**src/hw/sol_pkg.sv**
```systemverilog
/*
 * Constants and carrier types of the strap option latch.
 * Assumes a single 25 MHz system clock and a synchronous active-low reset.
 */
package sol_pkg;

    // ------------------------------------------------------------
    // Uplink interface type encodings
    // ------------------------------------------------------------
    localparam logic [1:0] UPLINK_MII = 2'h0;
    localparam logic [1:0] UPLINK_RMII = 2'h1;
    localparam logic [1:0] UPLINK_GMII = 2'h2;
    localparam logic [1:0] UPLINK_RGMII = 2'h3;

    // ------------------------------------------------------------
    // Reset (default) values of the latched options
    // ------------------------------------------------------------
    localparam logic [1:0] RST_UPLINK_TYPE = UPLINK_RGMII;
    localparam logic RST_ROLE_MAC = 1'h1;
    localparam logic RST_REFOUT_EN = 1'h1;
    localparam logic RST_PLL_CRYSTAL = 1'h1;
    localparam logic RST_SPEED_GIG = 1'h1;
    localparam logic RST_BUS_MDIO = 1'h0;

    // ------------------------------------------------------------
    // Register 0x56 field positions used by overrides
    // ------------------------------------------------------------
    localparam logic [7:0] CFG56_OFFSET = 8'h56;
    localparam int CFG56_RMII_CLK_BIT = 7;
    localparam int CFG56_RGMII_V2_HI = 4;
    localparam int CFG56_RGMII_V2_LO = 3;

    typedef struct packed {
        logic [1:0] uplink_type;
        logic role_mac;
        logic refout_en;
        logic pll_crystal;
        logic speed_gig;
        logic bus_mdio;
    } sol_straps_t;

    typedef struct packed {
        logic crs_col_oe;
        logic rx_clk_oe;
        logic tx_clk_oe;
        logic rmii_clk_internal;
        logic switch_clk_crystal;
        logic refout_en;
        logic speed_gig;
        logic mgmt_mdio;
        logic strap_release;
    } sol_ctrl_t;

    typedef struct packed {
        logic [1:0] sync_type_a;
        logic [1:0] sync_type_b;
        logic [4:0] sync_bits_a;
        logic [4:0] sync_bits_b;
        logic in_reset;
        sol_straps_t straps;
        sol_ctrl_t ctrl;
    } sol_state_t;

endpackage : sol_pkg

```
**src/hw/sol_strap_latch.sv**
```systemverilog
/*
 * Strap option latch: samples the option pins while reset is held and
 * turns the latched levels into uplink pin directions and clock choices.
 * Assumes board pull resistors hold the strap pins during reset and that
 * register overrides arrive as levels on the system clock.
 */
// Function
// Sample every strap pin while reset is active; use levels as configuration.
// Strap pins are pulled inputs in reset, normal outputs afterwards.
// Type strap: 00 MII, 01 RMII, 10 GMII, 11 RGMII default.
// GMII/MII: role high gives MAC (default), low gives PHY.
// GMII PHY role drives CRS and COL as outputs.
// MII PHY role drives CRS, COL, receive and transmit clocks.
// RMII role high: internal clock mode, 50 MHz out on receive clock.
// RMII role low: partner supplies 50 MHz into transmit clock pin.
// RMII clock source also selectable through register 0x56 bit 7.
// Reference output strap high enables 25 MHz output, low disables.
// RMII normal: PLL strap high keeps crystal, low uses transmit clock.
// Speed strap high gives 1 Gbps, low 10/100; register may change it.
// Serial bus strap low selects SPI (default), high MDC/MDIO.
// Host should use SPI with RGMII for the v2.0 setting.
// Host controls configuration via SPI or MDC/MDIO in managed mode.
// Latched values hold after reset until resample or register override.
module sol_strap_latch (
    input wire logic clk_in,
    input wire logic rst_n_in,
    input wire logic clk_en_in,
    input wire logic [1:0] uplink_type_strap_in,
    input wire logic uplink_role_strap_in,
    input wire logic refout_enable_strap_in,
    input wire logic pll_source_strap_in,
    input wire logic uplink_speed_strap_in,
    input wire logic serial_out_bus_strap_in,
    input wire logic rmii_clk_ovr_en_in,
    input wire logic rmii_clk_ovr_internal_in,
    input wire logic speed_ovr_en_in,
    input wire logic speed_ovr_gig_in,
    output logic [1:0] uplink_type_out,
    output logic uplink_role_mac_out,
    output logic uplink_crs_col_oe_out,
    output logic uplink_rx_clock_oe_out,
    output logic uplink_tx_clock_oe_out,
    output logic rmii_clk_internal_out,
    output logic switch_clk_crystal_out,
    output logic reference_clock_out_en_out,
    output logic uplink_speed_gig_out,
    output logic mgmt_mdio_out,
    output logic strap_pins_output_mode_out
);

    sol_pkg::sol_state_t state_reg;
    sol_pkg::sol_state_t state_next;

    // ------------------------------------------------------------
    // Next-state logic
    // ------------------------------------------------------------
    always_comb begin
        sol_pkg::sol_straps_t s;
        logic is_rmii;
        logic is_mii;
        logic is_gmii;
        logic rmii_int;
        s = state_reg.straps;
        is_rmii = 1'b0;
        is_mii = 1'b0;
        is_gmii = 1'b0;
        rmii_int = 1'b0;
        state_next = state_reg;
        // Strap pins come from the board, so they pass two flops first
        state_next.sync_type_a = uplink_type_strap_in;
        state_next.sync_type_b = state_reg.sync_type_a;
        state_next.sync_bits_a = {uplink_role_strap_in, refout_enable_strap_in,
                                  pll_source_strap_in, uplink_speed_strap_in,
                                  serial_out_bus_strap_in};
        state_next.sync_bits_b = state_reg.sync_bits_a;
        state_next.in_reset = 1'b0;
        // Straps only follow the pins while reset is held; the last sample
        // before release is what stays, so a late pull change is ignored
        if (!rst_n_in) begin
            s.uplink_type = state_reg.sync_type_b; // see
            s.role_mac = state_reg.sync_bits_b[4];
            s.refout_en = state_reg.sync_bits_b[3];
            s.pll_crystal = state_reg.sync_bits_b[2];
            s.speed_gig = state_reg.sync_bits_b[1];
            s.bus_mdio = state_reg.sync_bits_b[0];
            state_next.in_reset = 1'b1;
        end
        state_next.straps = s;
        case (s.uplink_type)
            sol_pkg::UPLINK_MII: is_mii = 1'b1;
            sol_pkg::UPLINK_RMII: is_rmii = 1'b1;
            sol_pkg::UPLINK_GMII: is_gmii = 1'b1;
            default: is_gmii = 1'b0;
        endcase
        // Register override of the RMII clock source takes precedence
        rmii_int = rmii_clk_ovr_en_in ? rmii_clk_ovr_internal_in : s.role_mac;
        // PHY role on GMII drives CRS/COL; on MII also both clocks
        state_next.ctrl.crs_col_oe = (is_gmii | is_mii) & ~s.role_mac; // see
        state_next.ctrl.tx_clk_oe = is_mii & ~s.role_mac;
        // RMII clock mode sends 50 MHz out on the receive clock pin
        state_next.ctrl.rx_clk_oe = (is_mii & ~s.role_mac) | (is_rmii & rmii_int); // see
        // Normal RMII times from the partner clock on the transmit pin
        state_next.ctrl.rmii_clk_internal = rmii_int; // see
        state_next.ctrl.switch_clk_crystal = ~(is_rmii & ~rmii_int) | s.pll_crystal;
        state_next.ctrl.refout_en = s.refout_en;
        state_next.ctrl.speed_gig = speed_ovr_en_in ? speed_ovr_gig_in : s.speed_gig;
        // Either management bus reaches the full register set
        state_next.ctrl.mgmt_mdio = s.bus_mdio; // see
        state_next.ctrl.strap_release = rst_n_in;
    end

    // ------------------------------------------------------------
    // State register
    // ------------------------------------------------------------
    // Reset does not clear the straps: sampling during reset is the point
    always_ff @(posedge clk_in) begin
        if (clk_en_in) begin
            state_reg <= state_next;
        end
    end

    assign uplink_type_out = state_reg.straps.uplink_type;
    assign uplink_role_mac_out = state_reg.straps.role_mac;
    assign uplink_crs_col_oe_out = state_reg.ctrl.crs_col_oe;
    assign uplink_rx_clock_oe_out = state_reg.ctrl.rx_clk_oe;
    assign uplink_tx_clock_oe_out = state_reg.ctrl.tx_clk_oe;
    assign rmii_clk_internal_out = state_reg.ctrl.rmii_clk_internal;
    assign switch_clk_crystal_out = state_reg.ctrl.switch_clk_crystal;
    assign reference_clock_out_en_out = state_reg.ctrl.refout_en;
    assign uplink_speed_gig_out = state_reg.ctrl.speed_gig;
    assign mgmt_mdio_out = state_reg.ctrl.mgmt_mdio;
    assign strap_pins_output_mode_out = state_reg.ctrl.strap_release;

endmodule // sol_strap_latch

```
**config.mk**
```make
export PLATFORM = sky130hd
export DESIGN_NAME = sol_strap_latch
export DESIGN_NICKNAME = d
export VERILOG_FILES = /design/src/hw/sol_pkg.sv /design/src/hw/sol_strap_latch.sv
export SDC_FILE = /design/constraint.sdc
export NUM_CORES = 1
export LEC_CHECK = 0
export ABC_AREA = 1
export CORE_MARGIN = 2
export CORE_UTILIZATION = 55
export CTS_BUF_LIST = sky130_fd_sc_hd__clkbuf_16
export DETAILED_ROUTE_END_ITERATION = 7
export DONT_BUFFER_PORTS = 1
export PLACE_DENSITY_LB_ADDON = 0.08
export SLEW_MARGIN = 40
export SYNTH_ARGS = -nofsm -noshare
export SYNTH_HDL_FRONTEND = slang
export SYNTH_SLANG_ARGS = --single-unit
```
**constraint.sdc**
```tcl
create_clock -name clk_in -period 1.5 [get_ports clk_in]
set_clock_uncertainty 0.2 [all_clocks]
set_input_delay 0.225 -clock clk_in [delete_from_list [all_inputs] [get_ports clk_in]]
set_output_delay 0.225 -clock clk_in [all_outputs]
set_load 0.03 [all_outputs]
```
==> flow_metrics.tcl, run 1 <==
set metrics [dict create \
    hpwl_um 830 \
    postRouteAntennaNets 0 \
    fin_nets 107 \
    yosysTopAreaCell "edfxtp_1" \
    ys_top_cells_by_count "edfxtp_1 (28), nand2_1 (16), inv_1 (13), nor2_1 (6)" \
    cts.sinks 28 \
    leakagePower_nw 0.548 \
    p_clk_frac 0.350 \
    synth.area.top_cells "edfxtp_1 (76%), nand2_1 (5.4%), inv_1 (4.4%)" \
    seqPwrFrac 0.585 \
    tns_ns 0 \
    cts_made_buffers 3 \
    grt_max_degree 28 \
    gp_congestion 0.754 \
    async_reset_ff_frac 0 \
    synth_seq_area_share 0.763 \
    floorplan.initialDensity 0.574 \
    synth_edf_count 28 \
    synth_warnings 0 \
    hp-class "in -> reg" \
    syn_nets 92 \
    vias 554 \
    cts_buffer_depth 2 \
    htreeDepth 1 \
    synth_seq_cells 28 \
    cts_tree "done" \
    intPower_w 0.00134 \
    io_buffers 0 \
    first_iter_violations 2 \
    worstPathArrival_ns 1.25 \
    largest_register_ffs 9 \
    die-area_mm2 0.00238 \
    worstMarginPinSlew_ns 0.295 \
    drc_errors 0 \
    hold_viol 31 \
    post_drt_via_cell_ratio 4.66 \
    fill_cells 144 \
    synth_ff_type "edfxtp_1" \
    routed_wl_mm 1.34 \
    dieWidth_um 48.8 \
    worst_setup_path_end_kind "flop" \
    cts-root-buf "clkbuf_16" \
    synth_top_area_frac 0.763 \
    synth_cell_types 13 \
    syn_to_final_growth_pct 19.0 \
    swShare 0.202 \
    clkTransAtPathRegs_ns 0.06 \
    ios 26 \
    antenna_cells 0 \
    rrSetupSlack_ns 0.06 \
    post-cts-setup-buffer-count 0 \
    clock.fmax_mhz 693 \
    hold_ws_ns -0.136 \
    p_per_area_mw_per_mm2 1280 \
    grt_pass1_wl_mm 2.27 \
    clock_latency_ns 0.26 \
    avgSynthCellArea_um2 14.1 \
    drt_first_pass_iters 3 \
    outcome "complete, but fails checks" \
    start_kind "flop" \
    drt-wirelength-per-cell_um 11.3 \
    ir_drop_mv 0.881 \
    overflow 0 \
    drive_gt1_frac 0.185 \
    die_y_um 48.8 \
    comb_power_share 0.065 \
    p_switching_w 0.000337 \
    slew_headroom 0.804 \
    syn_inst 78 \
    syn-cell-area_mm2 0.00110 \
    core_mm2 0.00192 \
    violations "hold timing" \
    cp.required_ns 1.30 \
    fin_crit_ns 1.44 \
    grt_pass1_vias 504 \
    worstSetupPathType "reg -> reg" \
    antenna_found_initial 0 \
    crit_path_max_fanout 1 \
    max_cap_viol_count 0 \
    grt_usage 0.131 \
    slew_viol_final 0 \
    synthMostInstantiatedCell "edfxtp_1" \
    min_period_over_period 0.963 \
    rows 16 \
    setup_viol 0 \
]
==> cell type report <==
type,count,area (µm²),area share
Tap cell,27,33.8,0.0258
Timing Repair Buffer,13,123,0.0935
Inverter,14,52.6,0.0401
Clock buffer,3,75.1,0.0573
Multi-Input combinational cell,33,183,0.139
Sequential cell,28,841,0.641
Clock inverter,1,3.75,0.00286
==> cells in the final DEF, fill, tap and decap left out <==
cell,synthesis,routed
clkinv_1,0,1
inv_1,13,13
nand2_2,3,3
edfxtp_1,28,28
buf_4,2,3
nor2_1,6,6
nand3_2,2,2
o21ai_4,1,1
dlygate4sd3_1,0,10
nand2_4,3,3
nand2_1,16,16
clkbuf_16,0,3
nor2_2,1,1
a21oi_1,1,1
inv_2,1,1
==> per-layer routing <==
layer	up-vias	part of all wire	track usage
met1	253	0.45	0.165
met2	19	0.49	0.210
met4	0	0.020	0.0714
met3	4	0.043	0.0307
li1	278	-	-
met5	-	0	0
==> cells by family (layout without fill, tap and decap cells) <==
kind of cell,Yosys count,after routing,share of synthesized area
buf+inv,17,31,0.0715
compound gates,2,2,0.0193
simple gates,31,31,0.146
flops,28,28,0.763
==> metrics by stage <==
step                      power, W  cells  instance area [µm²]   util  setup WS [ns]
after detailed placement   0.00108    105                 1130  0.589          0.240
after CTS                  0.00169    120                 1320  0.688         0.0643
after global routing       0.00174    119                 1310  0.682       -0.00104
after global placement     0.00108    105                 1130  0.589          0.244
after floorplan            0.00108     78                 1100      -          0.135
final                      0.00167    119                 1310  0.682         0.0560
==> worst max-delay path: stages (launching register included) <==
cell and delay, ns:
edfxtp_1 0.35, inv_1 0.06, nor2_1 0.04, dlygate4sd3_1 0.55
==> power by group through the flow <==
stage	Combinational, W	Sequential, W	Clock [W]
global placement	0.0000868	0.000995	0
CTS	0.000112	0.000980	0.000596
finish	0.000109	0.000979	0.000586
global route	0.000122	0.000983	0.000635
floorplan	0.0000789	0.000997	0
detailed placement	0.0000884	0.000997	0
==> what timing repair did <==
action / 4_1_cts / 5_1_grt
gates resized for setup: 0 / 0
setup endpoints to repair: 0 / 2
hold endpoints to repair: 42 / 32
hold buffers: 11 / 1
==> worst paths after layout <==
| path | startpoint | to | cells after the start |
|---|---|---|---|
| min reg2reg | state_next[28]$_DFFE_PP_ | state_reg[28]$_DFFE_PP_ | 0 |
| max | state_reg[17]$_DFFE_PP_ | mgmt_mdio_out$_DFFE_PP_ | 3 |
| min | rst_n_in | strap_pins_output_mode_out$_DFFE_PP_ | 0 |
| max reg2reg | state_reg[17]$_DFFE_PP_ | mgmt_mdio_out$_DFFE_PP_ | 3 |
No activity file was read; power rests on OpenSTA's default activity.
==> run 2, diff against run 1 <==
--- a/config.mk
+++ b/config.mk
@@ -7,7 +7,7 @@
 export LEC_CHECK = 0
 export ABC_AREA = 1
 export CORE_MARGIN = 2
-export CORE_UTILIZATION = 55
+export CORE_UTILIZATION = 59
 export CTS_BUF_LIST = sky130_fd_sc_hd__clkbuf_16
 export DETAILED_ROUTE_END_ITERATION = 7
 export DONT_BUFFER_PORTS = 1
==> run 2 against run 1 <==
Against the previous run: clock power increased by 2%; sequential share of layout area is 0.12 points higher; sequential power is essentially flat; the run still ends with hold timing left; die area shrank 6.2%; via count is 1.1% higher; non-clock buffer count stayed put; setup slack about the same; final area down 0.19%; wire length rose by 16%; largest cell class unchanged; critical endpoint unchanged.
==> flow_metrics.tcl, run 2 (synthesized netlist as in run 1, its figures left out) <==
set metrics [dict create \
    worst_setup_path_end_kind "flop" \
    cts_made_buffers 3 \
    worstPathArrival_ns 1.25 \
    cts.sinks 28 \
    fin_total_pwr_w 0.00169 \
    tns_ns 0 \
    antenna_found_initial 0 \
    cts_tree "done" \
    p_per_area_mw_per_mm2 1290 \
    core_mm2 0.00175 \
    finalInstanceArea_mm2 0.00131 \
    hold_ws_ns -0.139 \
    dieWidth_um 47.2 \
    cts_hold_buf 11 \
    rows 15 \
    start_kind "flop" \
    final_cell_mix "edfxtp_1 (28), nand2_1 (16), inv_1 (13), dlygate4sd3_1 (10), nor2_1 (6)" \
    use_met2 0.303 \
    grt_pass1_wl_mm 2.42 \
    antenna_cells 0 \
    rr_worst_depth 3 \
    io_buffers 0 \
    hp-class "in -> reg" \
    gp_congestion 0.759 \
    crit_path_max_fanout 1 \
    grtUsageMet1 0.182 \
    rsz0062_at_grt "no" \
    leakagePower_nw 0.548 \
    slew_viol_final 0 \
    worstSetupPathType "reg -> reg" \
    path_cells "inv_1, nor2_1, dlygate4sd3_1" \
    postRouteAntennaNets 0 \
    syn_to_final_growth_pct 18.7 \
    htreeDepth 1 \
    first_iter_violations 19 \
    setup_viol 0 \
    clock.fmax_mhz 692 \
    largest_register_ffs 9 \
    cpPeakStageDelay_ns 0.55 \
    hold_viol 31 \
    min_period_over_period 0.963 \
    vias 560 \
    floorplan.initialDensity 0.632 \
    post_drt_via_cell_ratio 4.79 \
    cts_resized 0 \
    die_y_um 47.2 \
    clock_latency_ns 0.26 \
    met3_usage 0.0462 \
    crit_slowest_cell "dlygate4sd3_1" \
    grt_max_degree 28 \
    setup_slack_ns 0.0555 \
    drive_gt1_frac 0.185 \
    drt-wirelength-per-cell_um 13.3 \
    drt_first_pass_iters 4 \
    die-area_mm2 0.00223 \
    outcome "complete, but fails checks" \
    cp.required_ns 1.31 \
    routed_wl_mm 1.56 \
    busiest_layer "met2" \
    ios 26 \
    violations "hold timing" \
    place_area_mm2 0.00113 \
    ir_drop_mv 1.05 \
    drc_errors 0 \
    clkTransAtPathRegs_ns 0.06 \
    slew_headroom 0.802 \
    pre_cts_slack_ns 0.246 \
    worstMarginPinSlew_ns 0.297 \
    post-cts-setup-buffer-count 0 \
    fin_crit_ns 1.44 \
    cts_buffer_depth 2 \
    min_path_cells 0 \
    cts-root-buf "clkbuf_16" \
    grt_pass1_vias 548 \
    hpwl_um 814 \
    overflow 0 \
    fill_cells 111 \
    fin_nets 107 \
    max_cap_viol_count 0 \
    grt_usage 0.173 \
    final_common_cell "edfxtp_1" \
]
## run 2: metrics by stage
| stage | util | cells |
|---|---|---|
| 2_1_floorplan | - | 78 |
| 3_3_place_gp | 0.647 | 103 |
| 3_5_place_dp | 0.647 | 103 |
| 4_1_cts | 0.756 | 118 |
| 5_1_grt | 0.750 | 117 |
| 6_report | 0.750 | 117 |
## run 2: final cells by class
cell class	instances	area [µm²]	share of cell area
Inverter	14	52.6	0.0402
Clock buffer	3	75.1	0.0574
Timing Repair Buffer	13	123	0.0937
Tap cell	25	31.3	0.0239
Sequential cell	28	841	0.642
Multi-Input combinational cell	33	183	0.140
Clock inverter	1	3.75	0.00287
## run 2: path summary, 6_finish.rpt
| check | startpoint | end | slack [ns] |
|---|---|---|---|
| max | state_reg[17]$_DFFE_PP_ | mgmt_mdio_out$_DFFE_PP_ | 0.06 |
| min | rst_n_in | strap_pins_output_mode_out$_DFFE_PP_ | -0.14 |
| max reg2reg | state_reg[17]$_DFFE_PP_ | mgmt_mdio_out$_DFFE_PP_ | 0.06 |
| min reg2reg | state_next[21]$_DFFE_PP_ | state_reg[21]$_DFFE_PP_ | 0.22 |
## run 2: power by group
group | internal, W | switching (W) | leakage, nW
clock | 0.000357 | 0.000239 | 0.0385
combinational | 0.0000497 | 0.0000622 | 0.236
sequential | 0.000930 | 0.0000502 | 0.273
## run 2: worst max-delay path, delay by kind of cell, from the launching register on
kind | cells | cell delay [ns]
flops | 1 | 0.36
buf+inv | 2 | 0.61
simple gates | 1 | 0.04
## run 2: routing by layer
metal  routed length (µm)  share of wire
met5                    0              0
met4                   22          0.014
met3                   61          0.039
met2                  876           0.56
met1                  599           0.38
==> run 3, diff against run 2 <==
--- a/config.mk
+++ b/config.mk
@@ -7,12 +7,11 @@
 export LEC_CHECK = 0
 export ABC_AREA = 1
 export CORE_MARGIN = 2
-export CORE_UTILIZATION = 59
+export CORE_UTILIZATION = 35
 export CTS_BUF_LIST = sky130_fd_sc_hd__clkbuf_16
 export DETAILED_ROUTE_END_ITERATION = 7
 export DONT_BUFFER_PORTS = 1
 export PLACE_DENSITY_LB_ADDON = 0.08
-export SLEW_MARGIN = 40
 export SYNTH_ARGS = -nofsm -noshare
 export SYNTH_HDL_FRONTEND = slang
 export SYNTH_SLANG_ARGS = --single-unit
==> run 3 against run 2 <==
Against the previous run: the run still ends with hold timing left; wire length shrank 6.4%; final area grew 2.6%; critical path type unchanged; clock power shrank 1%; final cell count grew 17%.
==> flow_metrics.tcl, run 3 (synthesized netlist as in run 1, its figures left out) <==
set metrics [dict create \
    cts-root-buf "clkbuf_16" \
    drc_errors 0 \
    drive_gt1_frac 0.183 \
    hpwl_um 885 \
    dieWidth_um 60.1 \
    intPower_w 0.00134 \
    min_period_over_period 0.954 \
    cts_made_buffers 3 \
    slew_viol_final 0 \
    clkTransAtPathRegs_ns 0.06 \
    clock_latency_ns 0.26 \
    hold_viol 30 \
    largest_register_ffs 9 \
    antenna_found_initial 0 \
    die-area_mm2 0.00361 \
    rows 20 \
    final_common_cell "edfxtp_1" \
    hp-class "in -> reg" \
    fin_nets 108 \
    floorplan.initialDensity 0.364 \
    post_drt_via_cell_ratio 3.98 \
    violations "hold timing" \
    grt_pass1_wl_mm 2.50 \
    seqPwrFrac 0.583 \
    drt-wirelength-per-cell_um 10.7 \
    cts_buffer_depth 2 \
    io_buffers 0 \
    worstSetupPathType "reg -> reg" \
    swShare 0.203 \
    grt_pass1_vias 574 \
    p_clk_frac 0.352 \
    ios 26 \
    leakagePower_nw 0.554 \
    grt_usage 0.100 \
    clock.fmax_mhz 699 \
    postRouteAntennaNets 0 \
    fin_crit_ns 1.43 \
    max_cap_viol_count 0 \
    comb_power_share 0.065 \
    cts_hold_buf 11 \
    outcome "complete, but fails checks" \
    vias 545 \
    tns_ns 0 \
    slew_headroom 0.804 \
    htreeDepth 1 \
    final_cell_mix "edfxtp_1 (28), nand2_1 (16), inv_1 (13), dlygate4sd3_1 (11), nor2_1 (6)" \
    cp.required_ns 1.31 \
    syn_to_final_growth_pct 21.8 \
    start_kind "flop" \
    overflow 0 \
    gp_congestion 0.745 \
    worstMarginPinSlew_ns 0.294 \
    setup_viol 0 \
    worstPathArrival_ns 1.24 \
    cts_tree "done" \
    cts.sinks 28 \
    worst_setup_path_end_kind "flop" \
    hold_ws_ns -0.140 \
    rsz0062_at_grt "no" \
    first_iter_violations 10 \
    crit_path_max_fanout 1 \
    core_mm2 0.00303 \
    p_per_area_mw_per_mm2 1250 \
    drt_first_pass_iters 3 \
    die_y_um 60.1 \
    grt_max_degree 28 \
    p_switching_w 0.000341 \
    antenna_cells 0 \
    ir_drop_mv 0.624 \
    routed_wl_mm 1.46 \
]
==> run 3: cell count changes in the layout (fill, tap and decap cells not counted) <==
cell	before	now
dlygate4sd3_1	10	11
==> run 3: layout make-up <==
type                            instances  area, µm²
Fill cell                             288       1690
Clock buffer                            3       75.1
Clock inverter                          1       3.75
Multi-Input combinational cell         33        183
Timing Repair Buffer                   14        133
Inverter                               14       52.6
Sequential cell                        28        841
Tap cell                               44       55.1
==> run 3: layer usage <==
metal  vias up  global-route usage  wire length, µm
li1        280                   -                -
met4         0              0.0571               33
met3         5              0.0498               83
met5         -                   0                0
met1       243               0.110              637
met2        17               0.157              706
==> run 3: final timing paths <==
| check | start | end | cells past startpoint | slack, ns |
|---|---|---|---|---|
| setup reg to reg | state_reg[17]$_DFFE_PP_ | mgmt_mdio_out$_DFFE_PP_ | 3 | 0.07 |
| setup / recovery | state_reg[17]$_DFFE_PP_ | mgmt_mdio_out$_DFFE_PP_ | 3 | 0.07 |
| hold reg to reg | state_next[19]$_DFFE_PP_ | state_reg[19]$_DFFE_PP_ | 0 | 0.22 |
| hold / removal | rst_n_in | strap_pins_output_mode_out$_DFFE_PP_ | 0 | -0.14 |
==> run 3: worst max-delay path, stage by stage, from the launching register on <==
cell and delay [ns]:
edfxtp_1 0.36, inv_1 0.06, nor2_1 0.03, dlygate4sd3_1 0.53
==> run 3: repair_timing <==
item / in CTS / in global routing
setup endpoints to repair: 0 / 0
endpoints found under the hold margin: 42 / 30
buffers inserted: 0 / 0
resized for setup: 0 / 0
==> run 3: power groups by stage <==
| stage | clock network [W] | logic, W | registers (W) |
|---|---|---|---|
| floorplan | 0 | 0.0000789 | 0.000997 |
| global placement | 0 | 0.0000880 | 0.000996 |
| detailed placement | 0 | 0.0000882 | 0.000997 |
| CTS | 0.000618 | 0.000111 | 0.000980 |
| global route | 0.000648 | 0.000123 | 0.000987 |
| finish | 0.000590 | 0.000109 | 0.000979 |
==> run 3: per-stage QoR <==
stage | area (µm²) | worst slack, ns | total power, W | instances | util
after CTS | 1340 | 0.0690 | 0.00171 | 137 | 0.443
after global routing | 1340 | 0.00132 | 0.00176 | 137 | 0.443
after floorplan | 1100 | 0.135 | 0.00108 | 78 | -
after detailed placement | 1150 | 0.241 | 0.00109 | 122 | 0.381
final | 1340 | 0.0694 | 0.00168 | 137 | 0.443
after global placement | 1150 | 0.231 | 0.00108 | 122 | 0.381
